$ cat src/rtl/iic_map.vh
// Register map, field positions, reset values and codes of the input idle configuration block
`ifndef IIC_MAP_VH
`define IIC_MAP_VH

// ----------------------------------------
// Register addresses (word addressed)
// ----------------------------------------
`define IIC_ADDR_W            15
`define IIC_DATA_W            16
`define IIC_ADDR_RUN_CONTROL  15'h0010
`define IIC_ADDR_IDLE_STATE   15'h0020
`define IIC_ADDR_PAIRING_CFG  15'h0021

// ----------------------------------------
// Field positions
// ----------------------------------------
`define IIC_RUN_SELECT_BIT    0
`define IIC_SLOT_LEN_LSB      8
`define IIC_SLOT_LEN_MSB      11
`define IIC_PAIR4_CODE_LSB    12
`define IIC_PAIR4_CODE_MSB    15
`define IIC_PAIR3_CODE_LSB    8
`define IIC_PAIR3_CODE_MSB    11
`define IIC_PAIR2_CODE_LSB    4
`define IIC_PAIR2_CODE_MSB    7
`define IIC_PAIR1_CODE_LSB    0
`define IIC_PAIR1_CODE_MSB    3
`define IIC_BIAS2_CODE_LSB    6
`define IIC_BIAS2_CODE_MSB    7
`define IIC_BIAS1_CODE_LSB    4
`define IIC_BIAS1_CODE_MSB    5
`define IIC_DIFF_LSB          0
`define IIC_DIFF_MSB          3

// ----------------------------------------
// Reset values and writable masks
// ----------------------------------------
`define IIC_RST_RUN_CONTROL   16'h0000
`define IIC_RST_IDLE_STATE    16'h0000
`define IIC_RST_PAIRING_CFG   16'h0000
`define IIC_MASK_RUN_CONTROL  16'h0f01
`define IIC_MASK_IDLE_STATE   16'hffff
`define IIC_MASK_PAIRING_CFG  16'h00ff

// ----------------------------------------
// Codes
// ----------------------------------------
`define IIC_SLOT_LEN_MAX      4'hb
`define IIC_IDLE_FLOAT        4'h0
`define IIC_IDLE_SHORT_FLOAT  4'h1
`define IIC_IDLE_BOTH_B1      4'h2
`define IIC_IDLE_BOTH_B2      4'h3
`define IIC_IDLE_ODD_B1       4'h4
`define IIC_IDLE_ODD_B1_EV_B2 4'h5
`define IIC_IDLE_ODD_B2       4'h6
`define IIC_IDLE_ODD_B2_EV_B1 4'h7
`define IIC_IDLE_EV_B1        4'h8
`define IIC_IDLE_EV_B2        4'h9
`define IIC_BIAS_SUPPLY       2'h0
`define IIC_BIAS_GROUND       2'h1
`define IIC_BIAS_FLOAT        2'h2

`endif

$ cat src/rtl/iic_pair_decode.v
// Idle-state decoder for one input pair
`timescale 1ns/1ps
`include "iic_map.vh"

module iic_pair_decode (
  input  wire [3:0] i_code,
  input  wire       i_diff,
  output reg        o_odd_b1,
  output reg        o_odd_b2,
  output reg        o_even_b1,
  output reg        o_even_b2,
  output reg        o_short
);

  // ----------------------------------------
  // Code decode
  // ----------------------------------------
  always @* begin
    o_odd_b1  = 1'b0;
    o_odd_b2  = 1'b0;
    o_even_b1 = 1'b0;
    o_even_b2 = 1'b0;
    o_short   = 1'b0;
    case (i_code)
      `IIC_IDLE_FLOAT: begin
        o_short = 1'b0;
      end
      `IIC_IDLE_SHORT_FLOAT: begin
        o_short = i_diff;
      end
      `IIC_IDLE_BOTH_B1: begin
        o_odd_b1  = 1'b1;
        o_even_b1 = 1'b1;
        o_short   = i_diff;
      end
      `IIC_IDLE_BOTH_B2: begin
        o_odd_b2  = 1'b1;
        o_even_b2 = 1'b1;
        o_short   = i_diff;
      end
      `IIC_IDLE_ODD_B1: begin
        o_odd_b1 = 1'b1;
      end
      `IIC_IDLE_ODD_B1_EV_B2: begin
        o_odd_b1  = 1'b1;
        o_even_b2 = 1'b1;
      end
      `IIC_IDLE_ODD_B2: begin
        o_odd_b2 = 1'b1;
      end
      `IIC_IDLE_ODD_B2_EV_B1: begin
        o_odd_b2  = 1'b1;
        o_even_b1 = 1'b1;
      end
      `IIC_IDLE_EV_B1: begin
        o_even_b1 = 1'b1;
      end
      `IIC_IDLE_EV_B2: begin
        o_even_b2 = 1'b1;
      end
      default: begin
        // Undefined codes float both inputs, the safe analog state
        o_short = 1'b0;
      end
    endcase
  end

endmodule

$ cat src/rtl/iic_bias_decode.v
// Idle-state decoder for one bias node
`timescale 1ns/1ps
`include "iic_map.vh"

module iic_bias_decode (
  input  wire [1:0] i_code,
  output reg        o_to_supply,
  output reg        o_to_ground
);

  // ----------------------------------------
  // Code decode
  // ----------------------------------------
  always @* begin
    o_to_supply = 1'b0;
    o_to_ground = 1'b0;
    case (i_code)
      `IIC_BIAS_SUPPLY: o_to_supply = 1'b1;
      `IIC_BIAS_GROUND: o_to_ground = 1'b1;
      `IIC_BIAS_FLOAT:  o_to_supply = 1'b0;
      default:          o_to_ground = 1'b0;
    endcase
  end

endmodule

$ cat src/rtl/iic_regs.v
// Run control and input idle configuration registers with switch-control decode
`timescale 1ns/1ps
`include "iic_map.vh"

// Contract
// - A one-bit run select chooses standby when clear and runs the enabled time slots when set, resetting to standby.
// - Bits [15:12] of the idle register hold pair four's idle code, where 0x0 floats both inputs, reset 0x0.
// - Idle code 0x1 shorts the pair's inputs together while floating, only when that pair is differential.
// - Code 0x2 ties both inputs to bias node one, 0x3 to bias node two, also shorted when differential.
// - Codes 0x4 to 0x9 tie the odd and even inputs separately to bias node one, two or leave them floating.
// - Bits [11:8] of the idle register hold pair three's idle code with the same encoding, reset zero.
// - Bits [7:4] of the idle register hold pair two's idle code with the same encoding, reset zero.
// - Bits [3:0] of the idle register hold pair one's idle code with the same encoding, reset zero.
// - Bits [7:6] of the pairing register set bias node two in idle: 0 supply, 1 ground, 2 floating.
// - Bits [5:4] of the pairing register set bias node one in idle with the same encoding.
// - Bit 3 of the pairing register makes inputs seven and eight a differential pair when set.
// - Bit 2 of the pairing register makes inputs five and six a differential pair when set.
// - Bit 1 of the pairing register makes inputs three and four a differential pair when set.
// - Bit 0 of the pairing register makes inputs one and two a differential pair when set.
// - Bits [11:8] of the run control register give the count of slots per period less one, 0 to 0xb.
module iic_regs #(
  parameter PAIRS  = 4,
  parameter ADDR_W = `IIC_ADDR_W,
  parameter DATA_W = `IIC_DATA_W
) (
  input  wire              i_mclk,
  input  wire              i_rst,
  input  wire              i_wr_en,
  input  wire              i_rd_en,
  input  wire [ADDR_W-1:0] i_addr,
  input  wire [DATA_W-1:0] i_wr_data,
  output reg  [DATA_W-1:0] o_rd_data,
  output reg               o_rd_valid,
  output reg               o_run_select,
  output reg               o_idle_active,
  output reg  [3:0]        o_slot_sequence_length,
  output reg  [2*PAIRS-1:0] o_input_to_bias_one,
  output reg  [2*PAIRS-1:0] o_input_to_bias_two,
  output reg  [PAIRS-1:0]  o_pair_short,
  output reg  [PAIRS-1:0]  o_pair_differential,
  output reg               o_bias_one_to_supply,
  output reg               o_bias_one_to_ground,
  output reg               o_bias_two_to_supply,
  output reg               o_bias_two_to_ground
);

  // ----------------------------------------
  // Helpers
  // ----------------------------------------
  // Masked merge keeps reserved bits at zero whatever is written
  function [DATA_W-1:0] merge_write;
    input [DATA_W-1:0] wdata;
    input [DATA_W-1:0] mask;
    begin
      merge_write = wdata & mask;
    end
  endfunction

  function addr_hit;
    input [ADDR_W-1:0] addr;
    input [ADDR_W-1:0] target;
    begin
      addr_hit = (addr == target);
    end
  endfunction

  // ----------------------------------------
  // Register storage
  // ----------------------------------------
  reg  [DATA_W-1:0]  run_control_ff;
  reg  [DATA_W-1:0]  input_idle_state_ff;
  reg  [DATA_W-1:0]  input_pairing_config_ff;
  reg  [DATA_W-1:0]  nxt_run_control;
  reg  [DATA_W-1:0]  nxt_input_idle_state;
  reg  [DATA_W-1:0]  nxt_input_pairing_config;
  reg  [DATA_W-1:0]  nxt_rd_data;

  wire               hit_run;
  wire               hit_idle;
  wire               hit_pair;
  wire [DATA_W-1:0]  run_wdata;
  wire [3:0]         req_slot_len;

  assign hit_run      = addr_hit(i_addr, `IIC_ADDR_RUN_CONTROL);
  assign hit_idle     = addr_hit(i_addr, `IIC_ADDR_IDLE_STATE);
  assign hit_pair     = addr_hit(i_addr, `IIC_ADDR_PAIRING_CFG);
  assign run_wdata    = merge_write(i_wr_data, `IIC_MASK_RUN_CONTROL);
  assign req_slot_len = i_wr_data[`IIC_SLOT_LEN_MSB:`IIC_SLOT_LEN_LSB];

  // ----------------------------------------
  // Write path
  // ----------------------------------------
  always @* begin
    nxt_run_control = run_control_ff;
    if (i_wr_en && hit_run) begin
      nxt_run_control[`IIC_RUN_SELECT_BIT] = run_wdata[`IIC_RUN_SELECT_BIT];
      // Slot counts beyond twelve do not exist; such a field write is dropped
      if (req_slot_len <= `IIC_SLOT_LEN_MAX) begin
        nxt_run_control[`IIC_SLOT_LEN_MSB:`IIC_SLOT_LEN_LSB] = req_slot_len;
      end
    end
  end

  always @* begin
    nxt_input_idle_state = input_idle_state_ff;
    if (i_wr_en && hit_idle) begin
      nxt_input_idle_state = merge_write(i_wr_data, `IIC_MASK_IDLE_STATE);
    end
  end

  always @* begin
    nxt_input_pairing_config = input_pairing_config_ff;
    if (i_wr_en && hit_pair) begin
      nxt_input_pairing_config = merge_write(i_wr_data, `IIC_MASK_PAIRING_CFG);
    end
  end

  // ----------------------------------------
  // Register flops
  // ----------------------------------------
  // One flop group per register keeps each reset value beside its own state
  always @(posedge i_mclk) begin
    if (i_rst) begin
      run_control_ff <= `IIC_RST_RUN_CONTROL;
    end else begin
      run_control_ff <= nxt_run_control;
    end
  end

  always @(posedge i_mclk) begin
    if (i_rst) begin
      input_idle_state_ff <= `IIC_RST_IDLE_STATE;
    end else begin
      input_idle_state_ff <= nxt_input_idle_state;
    end
  end

  always @(posedge i_mclk) begin
    if (i_rst) begin
      input_pairing_config_ff <= `IIC_RST_PAIRING_CFG;
    end else begin
      input_pairing_config_ff <= nxt_input_pairing_config;
    end
  end

  // ----------------------------------------
  // Read path
  // ----------------------------------------
  // Unmapped addresses read as zero rather than stalling the host port
  always @* begin
    nxt_rd_data = {DATA_W{1'b0}};
    if (hit_run) begin
      nxt_rd_data = run_control_ff & `IIC_MASK_RUN_CONTROL;
    end else if (hit_idle) begin
      nxt_rd_data = input_idle_state_ff;
    end else if (hit_pair) begin
      nxt_rd_data = input_pairing_config_ff & `IIC_MASK_PAIRING_CFG;
    end
  end

  always @(posedge i_mclk) begin
    if (i_rst) begin
      o_rd_data  <= {DATA_W{1'b0}};
      o_rd_valid <= 1'b0;
    end else begin
      o_rd_valid <= i_rd_en;
      if (i_rd_en) begin
        o_rd_data <= nxt_rd_data;
      end
    end
  end

  // ----------------------------------------
  // Field extraction
  // ----------------------------------------
  wire [3:0]         pair_one_idle_code;
  wire [3:0]         pair_two_idle_code;
  wire [3:0]         pair_three_idle_code;
  wire [3:0]         pair_four_idle_code;
  wire               pair_one_differential;
  wire               pair_two_differential;
  wire               pair_three_differential;
  wire               pair_four_differential;
  wire [4*PAIRS-1:0] idle_codes;
  wire [PAIRS-1:0]   diff_bits;
  wire [1:0]         bias_one_code;
  wire [1:0]         bias_two_code;

  assign pair_one_idle_code      = input_idle_state_ff[`IIC_PAIR1_CODE_MSB:`IIC_PAIR1_CODE_LSB];
  assign pair_two_idle_code      = input_idle_state_ff[`IIC_PAIR2_CODE_MSB:`IIC_PAIR2_CODE_LSB];
  assign pair_three_idle_code    = input_idle_state_ff[`IIC_PAIR3_CODE_MSB:`IIC_PAIR3_CODE_LSB];
  assign pair_four_idle_code     = input_idle_state_ff[`IIC_PAIR4_CODE_MSB:`IIC_PAIR4_CODE_LSB];
  assign pair_one_differential   = input_pairing_config_ff[`IIC_DIFF_LSB];
  assign pair_two_differential   = input_pairing_config_ff[`IIC_DIFF_LSB+1];
  assign pair_three_differential = input_pairing_config_ff[`IIC_DIFF_LSB+2];
  assign pair_four_differential  = input_pairing_config_ff[`IIC_DIFF_LSB+3];

  // Field order fixes the pairing; a wider PAIRS needs new fields here too
  assign idle_codes    = {pair_four_idle_code, pair_three_idle_code, pair_two_idle_code, pair_one_idle_code};
  assign diff_bits     = {pair_four_differential, pair_three_differential,
                          pair_two_differential, pair_one_differential};
  assign bias_one_code = input_pairing_config_ff[`IIC_BIAS1_CODE_MSB:`IIC_BIAS1_CODE_LSB];
  assign bias_two_code = input_pairing_config_ff[`IIC_BIAS2_CODE_MSB:`IIC_BIAS2_CODE_LSB];

  // ----------------------------------------
  // Pair decoders
  // ----------------------------------------
  wire [PAIRS-1:0] dec_odd_b1;
  wire [PAIRS-1:0] dec_odd_b2;
  wire [PAIRS-1:0] dec_even_b1;
  wire [PAIRS-1:0] dec_even_b2;
  wire [PAIRS-1:0] dec_short;
  wire [2*PAIRS-1:0] dec_in_b1;
  wire [2*PAIRS-1:0] dec_in_b2;

  genvar g;
  generate
    for (g = 0; g < PAIRS; g = g + 1) begin : g_pair
      iic_pair_decode u_pair (
        .i_code    (idle_codes[4*g+3:4*g]),
        .i_diff    (diff_bits[g]),
        .o_odd_b1  (dec_odd_b1[g]),
        .o_odd_b2  (dec_odd_b2[g]),
        .o_even_b1 (dec_even_b1[g]),
        .o_even_b2 (dec_even_b2[g]),
        .o_short   (dec_short[g])
      );
      // Odd input of pair g is bit 2g, even input is bit 2g+1
      assign dec_in_b1[2*g]   = dec_odd_b1[g];
      assign dec_in_b1[2*g+1] = dec_even_b1[g];
      assign dec_in_b2[2*g]   = dec_odd_b2[g];
      assign dec_in_b2[2*g+1] = dec_even_b2[g];
    end
  endgenerate

  // ----------------------------------------
  // Bias node decoders
  // ----------------------------------------
  wire bias_one_supply;
  wire bias_one_ground;
  wire bias_two_supply;
  wire bias_two_ground;

  iic_bias_decode u_bias_one (
    .i_code      (bias_one_code),
    .o_to_supply (bias_one_supply),
    .o_to_ground (bias_one_ground)
  );

  iic_bias_decode u_bias_two (
    .i_code      (bias_two_code),
    .o_to_supply (bias_two_supply),
    .o_to_ground (bias_two_ground)
  );

  // ----------------------------------------
  // Registered switch controls
  // ----------------------------------------
  // One extra stage keeps switch enables glitch free toward the analog side
  always @(posedge i_mclk) begin
    if (i_rst) begin
      o_run_select           <= 1'b0;
      o_idle_active          <= 1'b1;
      o_slot_sequence_length <= 4'h0;
    end else begin
      o_run_select           <= run_control_ff[`IIC_RUN_SELECT_BIT];
      o_idle_active          <= ~run_control_ff[`IIC_RUN_SELECT_BIT];
      o_slot_sequence_length <= run_control_ff[`IIC_SLOT_LEN_MSB:`IIC_SLOT_LEN_LSB];
    end
  end

  always @(posedge i_mclk) begin
    if (i_rst) begin
      o_input_to_bias_one    <= {2*PAIRS{1'b0}};
      o_input_to_bias_two    <= {2*PAIRS{1'b0}};
      o_pair_short           <= {PAIRS{1'b0}};
      o_pair_differential    <= {PAIRS{1'b0}};
    end else begin
      o_input_to_bias_one    <= dec_in_b1;
      o_input_to_bias_two    <= dec_in_b2;
      o_pair_short           <= dec_short;
      o_pair_differential    <= diff_bits;
    end
  end

  // ----------------------------------------
  // Bias node switch controls
  // ----------------------------------------
  // Switches open under reset; the supply tie of code zero follows one edge later
  always @(posedge i_mclk) begin
    if (i_rst) begin
      o_bias_one_to_supply   <= 1'b0;
      o_bias_one_to_ground   <= 1'b0;
      o_bias_two_to_supply   <= 1'b0;
      o_bias_two_to_ground   <= 1'b0;
    end else begin
      o_bias_one_to_supply   <= bias_one_supply;
      o_bias_one_to_ground   <= bias_one_ground;
      o_bias_two_to_supply   <= bias_two_supply;
      o_bias_two_to_ground   <= bias_two_ground;
    end
  end

endmodule

$ cat config.mk
export PLATFORM = sky130hd
export DESIGN_NAME = iic_regs
export DESIGN_NICKNAME = d
export VERILOG_FILES = /design/src/rtl/iic_pair_decode.v /design/src/rtl/iic_bias_decode.v /design/src/rtl/iic_regs.v
export VERILOG_INCLUDE_DIRS = /design/src /design/src/rtl
export SDC_FILE = /design/constraint.sdc
export NUM_CORES = 1
export LEC_CHECK = 0
export BUFFER_PORTS_ARGS = -buffer_cell sky130_fd_sc_hd__buf_2
export CAP_MARGIN = 20
export CORE_UTILIZATION = 35
export CTS_BUF_LIST = sky130_fd_sc_hd__clkbuf_4 sky130_fd_sc_hd__clkbuf_8 sky130_fd_sc_hd__clkbuf_16
export DETAILED_ROUTE_END_ITERATION = 6
export SKIP_LAST_GASP = 1
export SLEW_MARGIN = 15
export SYNTH_ARGS = -nofsm -noshare
export SYNTH_HDL_FRONTEND = slang
export SYNTH_SLANG_ARGS = --single-unit
$ cat constraint.sdc
create_clock -name i_mclk -period 2.8 [get_ports i_mclk]
set_input_delay 0.14 -clock i_mclk [delete_from_list [all_inputs] [get_ports i_mclk]]
set_output_delay 0.14 -clock i_mclk [all_outputs]
set_load 0.02 [all_outputs]
==> results of run 1 <==
-- flip-flops by register name (all words and copies together), names as in the netlist, 4 cells and up --
signal                   count
o_rd_data                   16
o_slot_sequence_length       4
o_pair_differential          4
idle_codes                  16
input_pairing_config_ff      8
run_control_ff               5
o_pair_short                 4
o_input_to_bias_two          8
o_input_to_bias_one          8
-- area by class of cell --
cell class / count / area, µm²
fillers: 862 / 4610
flip-flops and latches: 80 / 1600
clock inverters: 7 / 56.3
clock buffers: 9 / 124
multi-input cells: 193 / 1350
repair buffers: 89 / 458
inverters: 2 / 7.51
well taps: 105 / 131
-- cell usage in the layout (no fill, tap or decap), drive strengths merged, types with 3 or more instances in the layout --
cell and n:
o21a 4, nor2 36, clkinvlp 3, nor4 6
dfxtp 80, clkbuf 9, nor3 7, xor2 7
nand3 4, a22o 7, nand4b 4, nor4b 8
or4 3, o2111a 4, buf 88, a21oi 10
nand2 12, inv 4, mux2i 37, nor2b 17
o21ai 11
-- worst min path at each step --
stage | startpoint | slack [ps] | cells after the start | end
2_1_floorplan | i_wr_data[0] | 280 | 2 | idle_codes[0]
3_3_place_gp | i_wr_data[13] | 370 | 3 | idle_codes[13]
3_5_place_dp | i_wr_data[14] | 380 | 3 | idle_codes[14]
4_1_cts | i_wr_data[12] | 4 | 3 | idle_codes[12]
5_1_grt | i_wr_data[8] | 30 | 3 | idle_codes[8]
6_report | i_wr_data[13] | 10 | 3 | idle_codes[13]
-- logic make-up after synthesis --
family                    synth area share
buffers and inverters               0.0407
xor gates and xnor gates            0.0228
muxes                                0.128
DFF                                  0.521
AOI/OAI and AO/OA                   0.0883
and+or+nand+nor                      0.200
-- timing repair --
| item | 4_1_cts | 5_1_grt |
|---|---|---|
| hold endpoints to repair | 1 | 0 |
| setup endpoints to repair | 0 | 0 |
| hold buffers | 1 | 0 |
-- tightest hold or removal path: cells and delay by family --
kind | cells | cell delay (ps)
buffers and inverters | 1 | 70
multiplexers | 1 | 50
AND/OR/NAND/NOR | 1 | 70
-- where the power goes --
group | switching (mW) | internal [mW]
Sequential | 0.000674 | 1.14
Combinational | 0.0502 | 0.0312
Clock | 0.449 | 0.330
Total | 0.500 | 1.50
-- metal layers --
metal  wire, µm  track usage
met4        167        0.101
met2       3220        0.256
met5          0            0
met3        314       0.0300
met1       3340        0.219
==> results list, run 1 <==
* I/O Buffers: between 80 and 90
- Placeable Area: 8340 µm²
* Library cell with the largest summed area after synthesis: sky130_fd_sc_hd__dfxtp_1
* Cell at the root of the clock tree: sky130_fd_sc_hd__clkbuf_8
- Pre-CTS worst setup slack: 815 ps
* Die footprint: 9170 µm²
- Delay contributed by the slowest stage of the critical path: 700 ps
- Number of max-cap violations: 0
- After detailed placement, the design holds a cell count of about 470.
* Most frequently used flop master after synthesis: sky130_fd_sc_hd__dfxtp_1
* Worst EP arrival: 1840 ps
* Share of flip-flops with an asynchronous set or reset: 0
- Once the clock tree was built, the setup fixing pass inserted 0 buffers.
- Setup violations remaining at the end of the flow were counted as 0.
* Placer congestion estimate: 0.773
- Synthesized netlist net count: 333
- Number of rows in the core area: 33
* Post-layout minimum cycle time: roughly 1600 ps
* Die Width: 95.7 µm
* Cell chain of the critical path: buf_2 > or4_4 > nor4_4 > mux2i_1 > nor2_1
- Startpoint of the most critical setup path: i_addr[3]
- Largest buffer count on any clock path: 2
* Initial antenna violation count: 0
- Total leakage power: around 1.7 nW
- Worst hold-check path type: in -> reg
* Post-detailed-routing wire length: 7040 µm
* Detailed-route via count: between 2k and 2.5k
- Area of placed instances: 3540 µm²
- Ranking of synthesized cells by area: sky130_fd_sc_hd__dfxtp_1 52%, sky130_fd_sc_hd__mux2i_1 12%, sky130_fd_sc_hd__nor2_1 4.4%, sky130_fd_sc_hd__nor2b_1 3.5%, sky130_fd_sc_hd__nor4b_1 2.3%
- Number of endpoints with negative hold slack in the final report: 0
* Setup repair after global routing missed its margin: false
* Worst R2R End: o_input_to_bias_two[3]
- Sorting the synthesized cells by how often they occur yields 80 x sky130_fd_sc_hd__dfxtp_1, 37 x sky130_fd_sc_hd__mux2i_1, 36 x sky130_fd_sc_hd__nor2_1, 17 x sky130_fd_sc_hd__clkbuf_1, 17 x sky130_fd_sc_hd__nor2b_1.
* Total power of the final layout: roughly 2 mW
- For this run, the top clock speed supported by timing is 0.624 GHz.
- Entering global routing, the biggest net connects 32 pins.
- Number of search-and-repair iterations in the first detailed-routing pass: 4
* Relative slew slack: 0.429
* Number of CTS-inserted buffers: 9
- Global-route wire length before repair: 11,300 µm
- Most common cell in the netlist: sky130_fd_sc_hd__dfxtp_1
- Cell area after layout: 3730 µm²
- STA classifies the critical path endpoint as a flop.
- CP Buf/Inv Count: 1
- Worst setup path endpoint: input_pairing_config_ff[0]
- Unique masters post-synth: 33
- On the critical path, the stage with the largest delay is an instance of sky130_fd_sc_hd__nor4_4.
* Tightest Pin Transition: 853 ps
* Area share of the largest cell type after synthesis: 0.521
* Clock skew after layout: 8.74 ps
- After the first detailed-routing iteration, the DRC count stood at just over 80.
- For this run, the number of Yosys warnings is 0.
- Number of vias per cell: 4.89
* Level count of the clock H-tree: 3
* Ratio of final minimum period to clock period: 0.573
* Clock tree from TritonCTS: done
- Across all setup checks in the final design, the least slack found is 1200 ps.
- The repair_antennas step left the layout with diodes totalling 0.
* VDD IR max: between 0.0002 and 0.00025 V
* Final routed DRC violation total: 0
* Number of flops mapped to enable cells by yosys: 0
* Clock transition at the registers of the reported paths: 90 ps
- For this design the ratio of total power to cell area is 537 nW/µm².
- Total half-perimeter wirelength after legalization and detailed placement: 5050 µm
- The detail route stage leaves a number of antenna-violating nets equal to 0.
- Overall track demand over capacity in global routing: 0.167
- The clock drives 80 sinks.
* Layout Area Growth over Synthesis: 21.2%
- Average wire length per cell after detail routing: 14.5 µm
- Counting flops and latches in the post-synthesis netlist gives 80.
- STA puts the critical path data required time at between 3000 and 4000 ps.
- For this run, the share of the core covered by cells in the final layout is 0.447.
- Clock latency on the worst-skew pair, taken at its later pin, is approximately 360 ps.
* Count of boundary I/O pins: 86
- In this run the vertical extent of the chip is 95.7 µm.
* Initial core utilization: 0.369
- Syn Inst Count: 298
- Setup total negative slack on the finished layout was measured at 0 ps.
- The number of global-route vias before repair was 2,302.
* Number of resized instances in the post-cts repair step: 0
* Post-layout net count: 410
- CP Max Fanout: 8
* Overflow after GRT: 0
- R2R depth: 2
- Across all hold checks on the routed design, the worst slack comes to 13.5 ps.
* CP Launch Type: input port
* Synth Cell Area: 3080 µm²
* Crit Reg-Reg Startpoint: idle_codes[5]
* Cell class contributing the biggest share of worst-path delay: simple AND/OR/NAND/NOR gates
* WP depth: 5
- For this run, the register share of the synthesized area comes to 0.521.
- Critical path class: in -> reg
- Run status: finished clean
- Averaged over all synthesized cells, the footprint is 10.3 µm².
- Count of placed standard cells in the final layout, fillers left out: 485
* Setup slack of the worst register-to-register path: 1780 ps
* Max-slew violation count: 0
- Layout cells sized above 1: 0.297
Power figures use the tool's default switching activity.
==> run 2, diff against run 1 <==
clock period = 1.65 ns   (was 2.8 ns; I/O delays follow)
==> results list, run 2 (same netlist as run 1, synthesis figures left out) <==
- Run status: finished clean (unchanged)
- Number of antenna diodes: 0 (unchanged)
- The clock latency on the worst-skew pair was 350 ps (was 360 ps).
- Overall track demand over capacity in global routing: 0.169 (was 0.167)
- The TritonCTS clock tree is done (unchanged).
- Die Width: 95.7 µm (unchanged)
- Clock transition at the registers of the reported paths: 90 ps (about the same)
- Final routed DRC violation total: 0 (unchanged)
- The final cell utilization of the core was 0.479 (was 0.447).
- Number of setup violations in the final report: 0 (unchanged)
- Leading cell types in the layout, fill and taps excluded: 85 x sky130_fd_sc_hd__buf_2, 80 x sky130_fd_sc_hd__dfxtp_1, 37 x sky130_fd_sc_hd__mux2i_1 (unchanged)
* Via count of the first global-routing pass: 2,311 (was 2,302)
- Filler Cells Inserted: 816 (was 862)
* Critical path class: in -> reg (unchanged)
- Layout cells sized above 1: 0.303 (was 0.297)
* Number of instances on the worst hold path: 3 (unchanged)
* Number of CTS-inserted buffers: 9 (unchanged)
* Total leakage power: 1.85 nW (was 1.72 nW)
- The maximum fanout encountered on the critical timing path is 11 (was 8).
* Cell at the root of the clock tree: sky130_fd_sc_hd__clkbuf_8 (unchanged)
* Clock net sink count: 80 (unchanged)
- The final weighted congestion in routability-driven placement was 0.808 (was 0.773).
* Post-route antenna net violation count: 0 (unchanged)
- Clock skew after layout: 15.3 ps (was 8.74 ps)
- Initial core utilization: 0.369 (unchanged)
* Final worst-path setup slack: 229 ps (was 1200 ps)
* Post-detailed-routing wire length: 7180 µm (was 7040 µm)
- The via density per instance is 4.91 (was 4.89).
* Die footprint: 9170 µm² (unchanged)
- Number of max-cap violations: 0 (unchanged)
* Worst EP arrival: 1710 ps (was 1840 ps)
- Number of endpoints with negative hold slack in the final report: 0 (unchanged)
- Post-route setup TNS: 0 ps (unchanged)
- Power density over the cells: 935 nW/µm² (was 537 nW/µm²)
* Detailed-route via count: 2,495 (was 2,370)
- Average wire length per cell after detail routing: 14.1 µm (was 14.5 µm)
- The total half-perimeter wirelength after legalization and detailed placement is 5060 µm (was 5050 µm).
- Tightest Pin Transition: 901 ps (was 853 ps)
- Number of resized instances in the post-cts repair step: 0 (unchanged)
- Initial antenna violation count: 0 (unchanged)
* CP Launch Type: input port (unchanged)
* Post-layout minimum cycle time: 1420 ps
- The overall die height is 95.7 µm (unchanged).
* Max-slew violation count: 0 (unchanged)
* Count of boundary I/O pins: 86 (unchanged)
* Placeable Area: 8340 µm² (unchanged)
- The stage delay of the slowest cell on the critical path came to 680 ps (was 700 ps).
* Level count of the clock H-tree: 3 (unchanged)
- Pre-CTS worst setup slack: -11.4 ps (was 815 ps)
- Nature of the critical path endpoint: flop (unchanged)
- Number of rows in the core area: 33 (unchanged)
- Cell chain of the critical path: dlygate4sd3_1 > buf_2 > nor2_1 > a22o_1 (was buf_2 > or4_4 > nor4_4 > mux2i_1 > nor2_1).
* Peak clock frequency supported by timing: 0.704 GHz
- Number of search-and-repair iterations in the first detailed-routing pass: 4 (unchanged)
- Pin count of the biggest net entering global routing: 36 (was 32)
- First DRT Iteration DRCs: 109 (was 81)
- The first-pass GRT wire length is 11,600 µm (was 11,300 µm).
- Ratio of final minimum period to clock period: 0.861
- Relative slew slack: 0.397 (was 0.429)
* R2R depth: 2 (unchanged)
- The remaining global-route overflow came to 0 (unchanged).
- The maximum buffer depth of the clock tree was 2 (unchanged).
- The required time at the endpoint of the critical path was 1940 ps (was 3040 ps).
- The count of input and output buffers came to 85 (unchanged).
* Setup repair after global routing missed its margin: false (unchanged)
- Most frequent standard cell in the layout excluding fill and tap cells: sky130_fd_sc_hd__buf_2 (unchanged)
* Layout Area Growth over Synthesis: 29.9% (was 21.2%)
- Worst hold-check path type: in -> reg (unchanged)
- The cell with the largest stage delay on the worst path was sky130_fd_sc_hd__nor2_1 (was sky130_fd_sc_hd__nor4_4).
* Post-layout net count: 433 (was 410)
* VDD IR max: 0.000399 V (was 0.000226 V)
[run 2: worst max-delay path: cells and delay by family]
| family | cells | cell delay (ps) |
|---|---|---|
| simple gates | 1 | 680 |
| buf+inv | 2 | 680 |
| compound gates | 1 | 260 |
[run 2: stage by stage]
| step | cell area, µm² | hold slack [ps] | total power [mW] | instances |
|---|---|---|---|---|
| 2_1_floorplan | 3080 | 226 | 2.05 | 298 |
| 3_3_place_gp | 3620 | 310 | 2.12 | 477 |
| 3_5_place_dp | 3620 | 321 | 2.12 | 477 |
| 4_1_cts | 4000 | 17.1 | 3.78 | 508 |
| 5_1_grt | 4000 | 56.7 | 3.87 | 508 |
| 6_report | 4000 | 29.5 | 3.74 | 508 |
[run 2: power breakdown]
| part | switching [mW] | internal (mW) |
|---|---|---|
| combinational | 0.0923 | 0.0798 |
| sequential | 0.00111 | 1.93 |
| clock | 0.760 | 0.870 |
| total | 0.853 | 2.88 |
[run 2: metal layers]
metal  global-route usage  up-vias  part of all wire
met4               0.0746        0             0.015
li1                     -     1249                 -
met5                    0        -                 0
met1                0.231     1178              0.49
met3               0.0340       10             0.040
met2                0.257       58              0.45
[run 2: area by class of cell]
type | instances | area [µm²] | share of cell area
Inverter | 2 | 7.51 | 0.00188
Clock inverter | 7 | 104 | 0.0260
Sequential cell | 80 | 1600 | 0.401
Clock buffer | 9 | 124 | 0.0310
Multi-Input combinational cell | 193 | 1350 | 0.338
Timing Repair Buffer | 112 | 678 | 0.170
Tap cell | 105 | 131 | 0.0329
[run 2: path summary, 6_finish.rpt]
| check | startpoint | endpoint | slack, ps |
|---|---|---|---|
| setup / recovery | i_rst | o_rd_data[14] | 230 |
| hold / removal | i_wr_data[10] | idle_codes[10] | 30 |
| setup reg to reg | idle_codes[5] | o_input_to_bias_two[3] | 620 |
| hold reg to reg | run_control_ff[0] | o_idle_active | 430 |
[run 2: repair_timing]
action,4_1_cts,5_1_grt
buffers inserted,0,0
hold endpoints to repair,20,0
hold buffers,15,0
==> run 3, diff against run 2 <==
RECOVER_POWER = 25   (was default)
==> results list, run 3 (same netlist as run 1, synthesis figures left out) <==
- Final worst-path setup slack: 212 ps (was 229 ps)
- The TritonCTS clock tree is done (unchanged).
* Share of power burned in the clock network: 0.437 (was 0.436)
- Number of endpoints with negative hold slack in the final report: 0 (unchanged)
- The required time at the endpoint of the critical path was 1940 ps (about the same).
- Level count of the clock H-tree: 3 (unchanged)
- The post-route minimum period came to 1440 ps (was 1420 ps).
* Detailed-route via count: 2,499 (was 2,495)
- Nature of the critical path endpoint: flop (unchanged)
- The number of search-and-repair iterations in the first detailed-routing pass was 4 (unchanged).
* Internal power of the cells: 2.88 mW (about the same)
- Number of antenna diodes: 0 (unchanged)
* Die footprint: 9170 µm² (unchanged)
* Area used by sequential logic in the layout: 1600 µm² (unchanged)
- Clock transition at the registers of the reported paths: 90 ps (about the same)
* Number of vias per cell: 4.92 (was 4.91)
* Die Width: 95.7 µm (unchanged)
* Layout cells sized above 1: 0.233 (was 0.303)
- Leading cell types in the layout, fill and taps excluded: 80 x sky130_fd_sc_hd__dfxtp_1, 57 x sky130_fd_sc_hd__buf_2, 37 x sky130_fd_sc_hd__mux2i_1 (was 85 x sky130_fd_sc_hd__buf_2, 80 x sky130_fd_sc_hd__dfxtp_1, 37 x sky130_fd_sc_hd__mux2i_1).
* Run status: finished clean (unchanged)
- The static power due to leakage is 1.74 nW (was 1.85 nW).
* Worst-skew pair later-pin latency: 350 ps (about the same)
- Setup repair after global routing missed its margin: false (unchanged).
- The effective utilization at floorplan is 0.369 (unchanged).
- The post-route DRC violation count is 0 (unchanged).
* Global-route wire length before repair: 11,600 µm (unchanged)
- The max-capacitance violation count is 0 (unchanged).
* Post-layout net count: 433 (unchanged)
* First DRT Iteration DRCs: 89 (was 109)
- The overall die height is 95.7 µm (unchanged).
- The number of antenna violations at the first check in global routing was 0 (unchanged).
- The maximum clock frequency is 0.695 GHz (was 0.704 GHz).
- The slew at the pin closest to its max-slew limit is 901 ps (about the same).
- Power density over the cells: 944 nW/µm² (was 935 nW/µm²)
- The final total negative setup slack came to 0 ps (unchanged).
- The maximum clock skew at final layout was 15.2 ps (was 15.3 ps).
- Average wire length per cell after detail routing: 14.2 µm (was 14.1 µm)
* Ratio of final minimum period to clock period: 0.872 (was 0.861)
- Filler Cells Inserted: 826 (was 816)
- Net switching power: 856 µW (was 853 µW)
- Largest buffer count on any clock path: 2 (unchanged)
* I/O Buffers: 85 (unchanged)
* Worst hold-check path type: in -> reg (unchanged)
- Switching portion of total power: 0.229 (was 0.228)
* Post-route antenna net violation count: 0 (unchanged)
- The root buffer cell is sky130_fd_sc_hd__clkbuf_8 (unchanged).
- The number of placed instances with taps included is 477 (unchanged).
- The type of the setup path with the least slack is in -> reg (unchanged).
- The combinational group share of total power was 0.046 (about the same).
- Clock net sink count: 80 (unchanged)
- Sequential Power Share: 0.518 (about the same)
* Number of setup violations in the final report: 0 (unchanged)
- The layout-stage area growth over the synthesis result came to 28.7% (was 29.9%).
- The total wire length after detailed routing came to 7210 µm (was 7180 µm).
- Via count of the first global-routing pass: 2,311 (unchanged)
- The remaining global-route overflow came to 0 (unchanged).
* Relative slew slack: 0.397 (about the same)
* Pin count of the biggest net entering global routing: 36 (unchanged)
* CP Launch Type: input port (unchanged)
- Total half-perimeter wirelength after legalization and detailed placement: 5060 µm (unchanged)
- The area of the core was 8340 µm² (unchanged).
- CP Max Fanout: 11 (unchanged)
- Number of CTS-inserted buffers: 9 (unchanged)
- The highest ir drop seen on vdd was 0.000399 V (about the same).
* Overall track demand over capacity in global routing: 0.169 (unchanged)
- The worst-case setup slack after placement is -11.4 ps (unchanged).
- The final cell count without fillers was 508 (unchanged).
- The final weighted congestion in routability-driven placement was 0.808 (unchanged).
- The top-level port count came to 86 (unchanged).
- The area used by multi-input combinational logic came to 1350 µm² (unchanged).
- Max-slew violation count: 0 (unchanged)
- Number of rows in the core area: 33 (unchanged)
* Worst EP arrival: 1730 ps (was 1710 ps)
- Most frequent standard cell in the layout excluding fill and tap cells: sky130_fd_sc_hd__dfxtp_1 (was sky130_fd_sc_hd__buf_2)
run 3: changes by cell type in the layout (fill, tap and decap cells not counted):
| cell | before | now |
|---|---|---|
| sky130_fd_sc_hd__clkbuf_1 | 0 | 28 |
| sky130_fd_sc_hd__buf_2 | 85 | 57 |
| sky130_fd_sc_hd__buf_4 | 11 | 10 |
| sky130_fd_sc_hd__clkbuf_2 | 0 | 1 |
run 3: cell type report:
type                       instances  area share
timing repair buffer             112       0.162
inverter                           2     0.00190
clock inverter                     7      0.0262
sequential                        80       0.405
multi-input combinational        193       0.341
clock buffer                       9      0.0313
tap                              105      0.0332
run 3: worst max-delay path, cell delays in order:
cell and delay, ps:
sky130_fd_sc_hd__dlygate4sd3_1 540, sky130_fd_sc_hd__clkbuf_1 150, sky130_fd_sc_hd__nor2_1 700, sky130_fd_sc_hd__a22o_1 260
run 3: worst paths after layout:
path                     startpoint                     end  slack, ps  cells after the start
setup / recovery              i_rst           o_rd_data[14]        210                      4
setup reg to reg      idle_codes[5]  o_input_to_bias_two[3]        620                      2
hold reg to reg   run_control_ff[0]           o_idle_active        440                      1
hold / removal        i_wr_data[10]          idle_codes[10]         30                      3
run 3: power by group through the flow:
stage                     sequential [mW]  clock [mW]  combinational (mW)
after floorplan                      1.98           0              0.0644
after global placement               1.98           0               0.144
after detailed placement             1.98           0               0.146
after CTS                            1.93        1.67               0.173
after global routing                 1.93        1.74               0.186
final                                1.93        1.63               0.170
run 3: per-stage QoR:
step	total power, mW	instance area, µm²	utilization	hold WS, ps
finish	3.74	3960	0.474	29.3
global route	3.86	3960	0.474	56.7
CTS	3.78	4000	0.479	17.1
detailed placement	2.12	3620	0.434	321
global placement	2.12	3620	0.434	310
floorplan	2.05	3080	-	226
run 3: timing repair:
item	in CTS	in global routing
hold endpoints to repair	20	0
hold buffers	15	0
endpoints found under the setup margin	0	0
gates resized for setup	0	0
setup buffers	0	0
run 3: routing by layer:
metal  GRT usage  vias to the layer above  share of wire
met3      0.0340                       10          0.043
met4      0.0746                        0          0.015
met1       0.231                     1182           0.49
met2       0.257                       60           0.45
li1            -                     1247              -
met5           0                        -              0
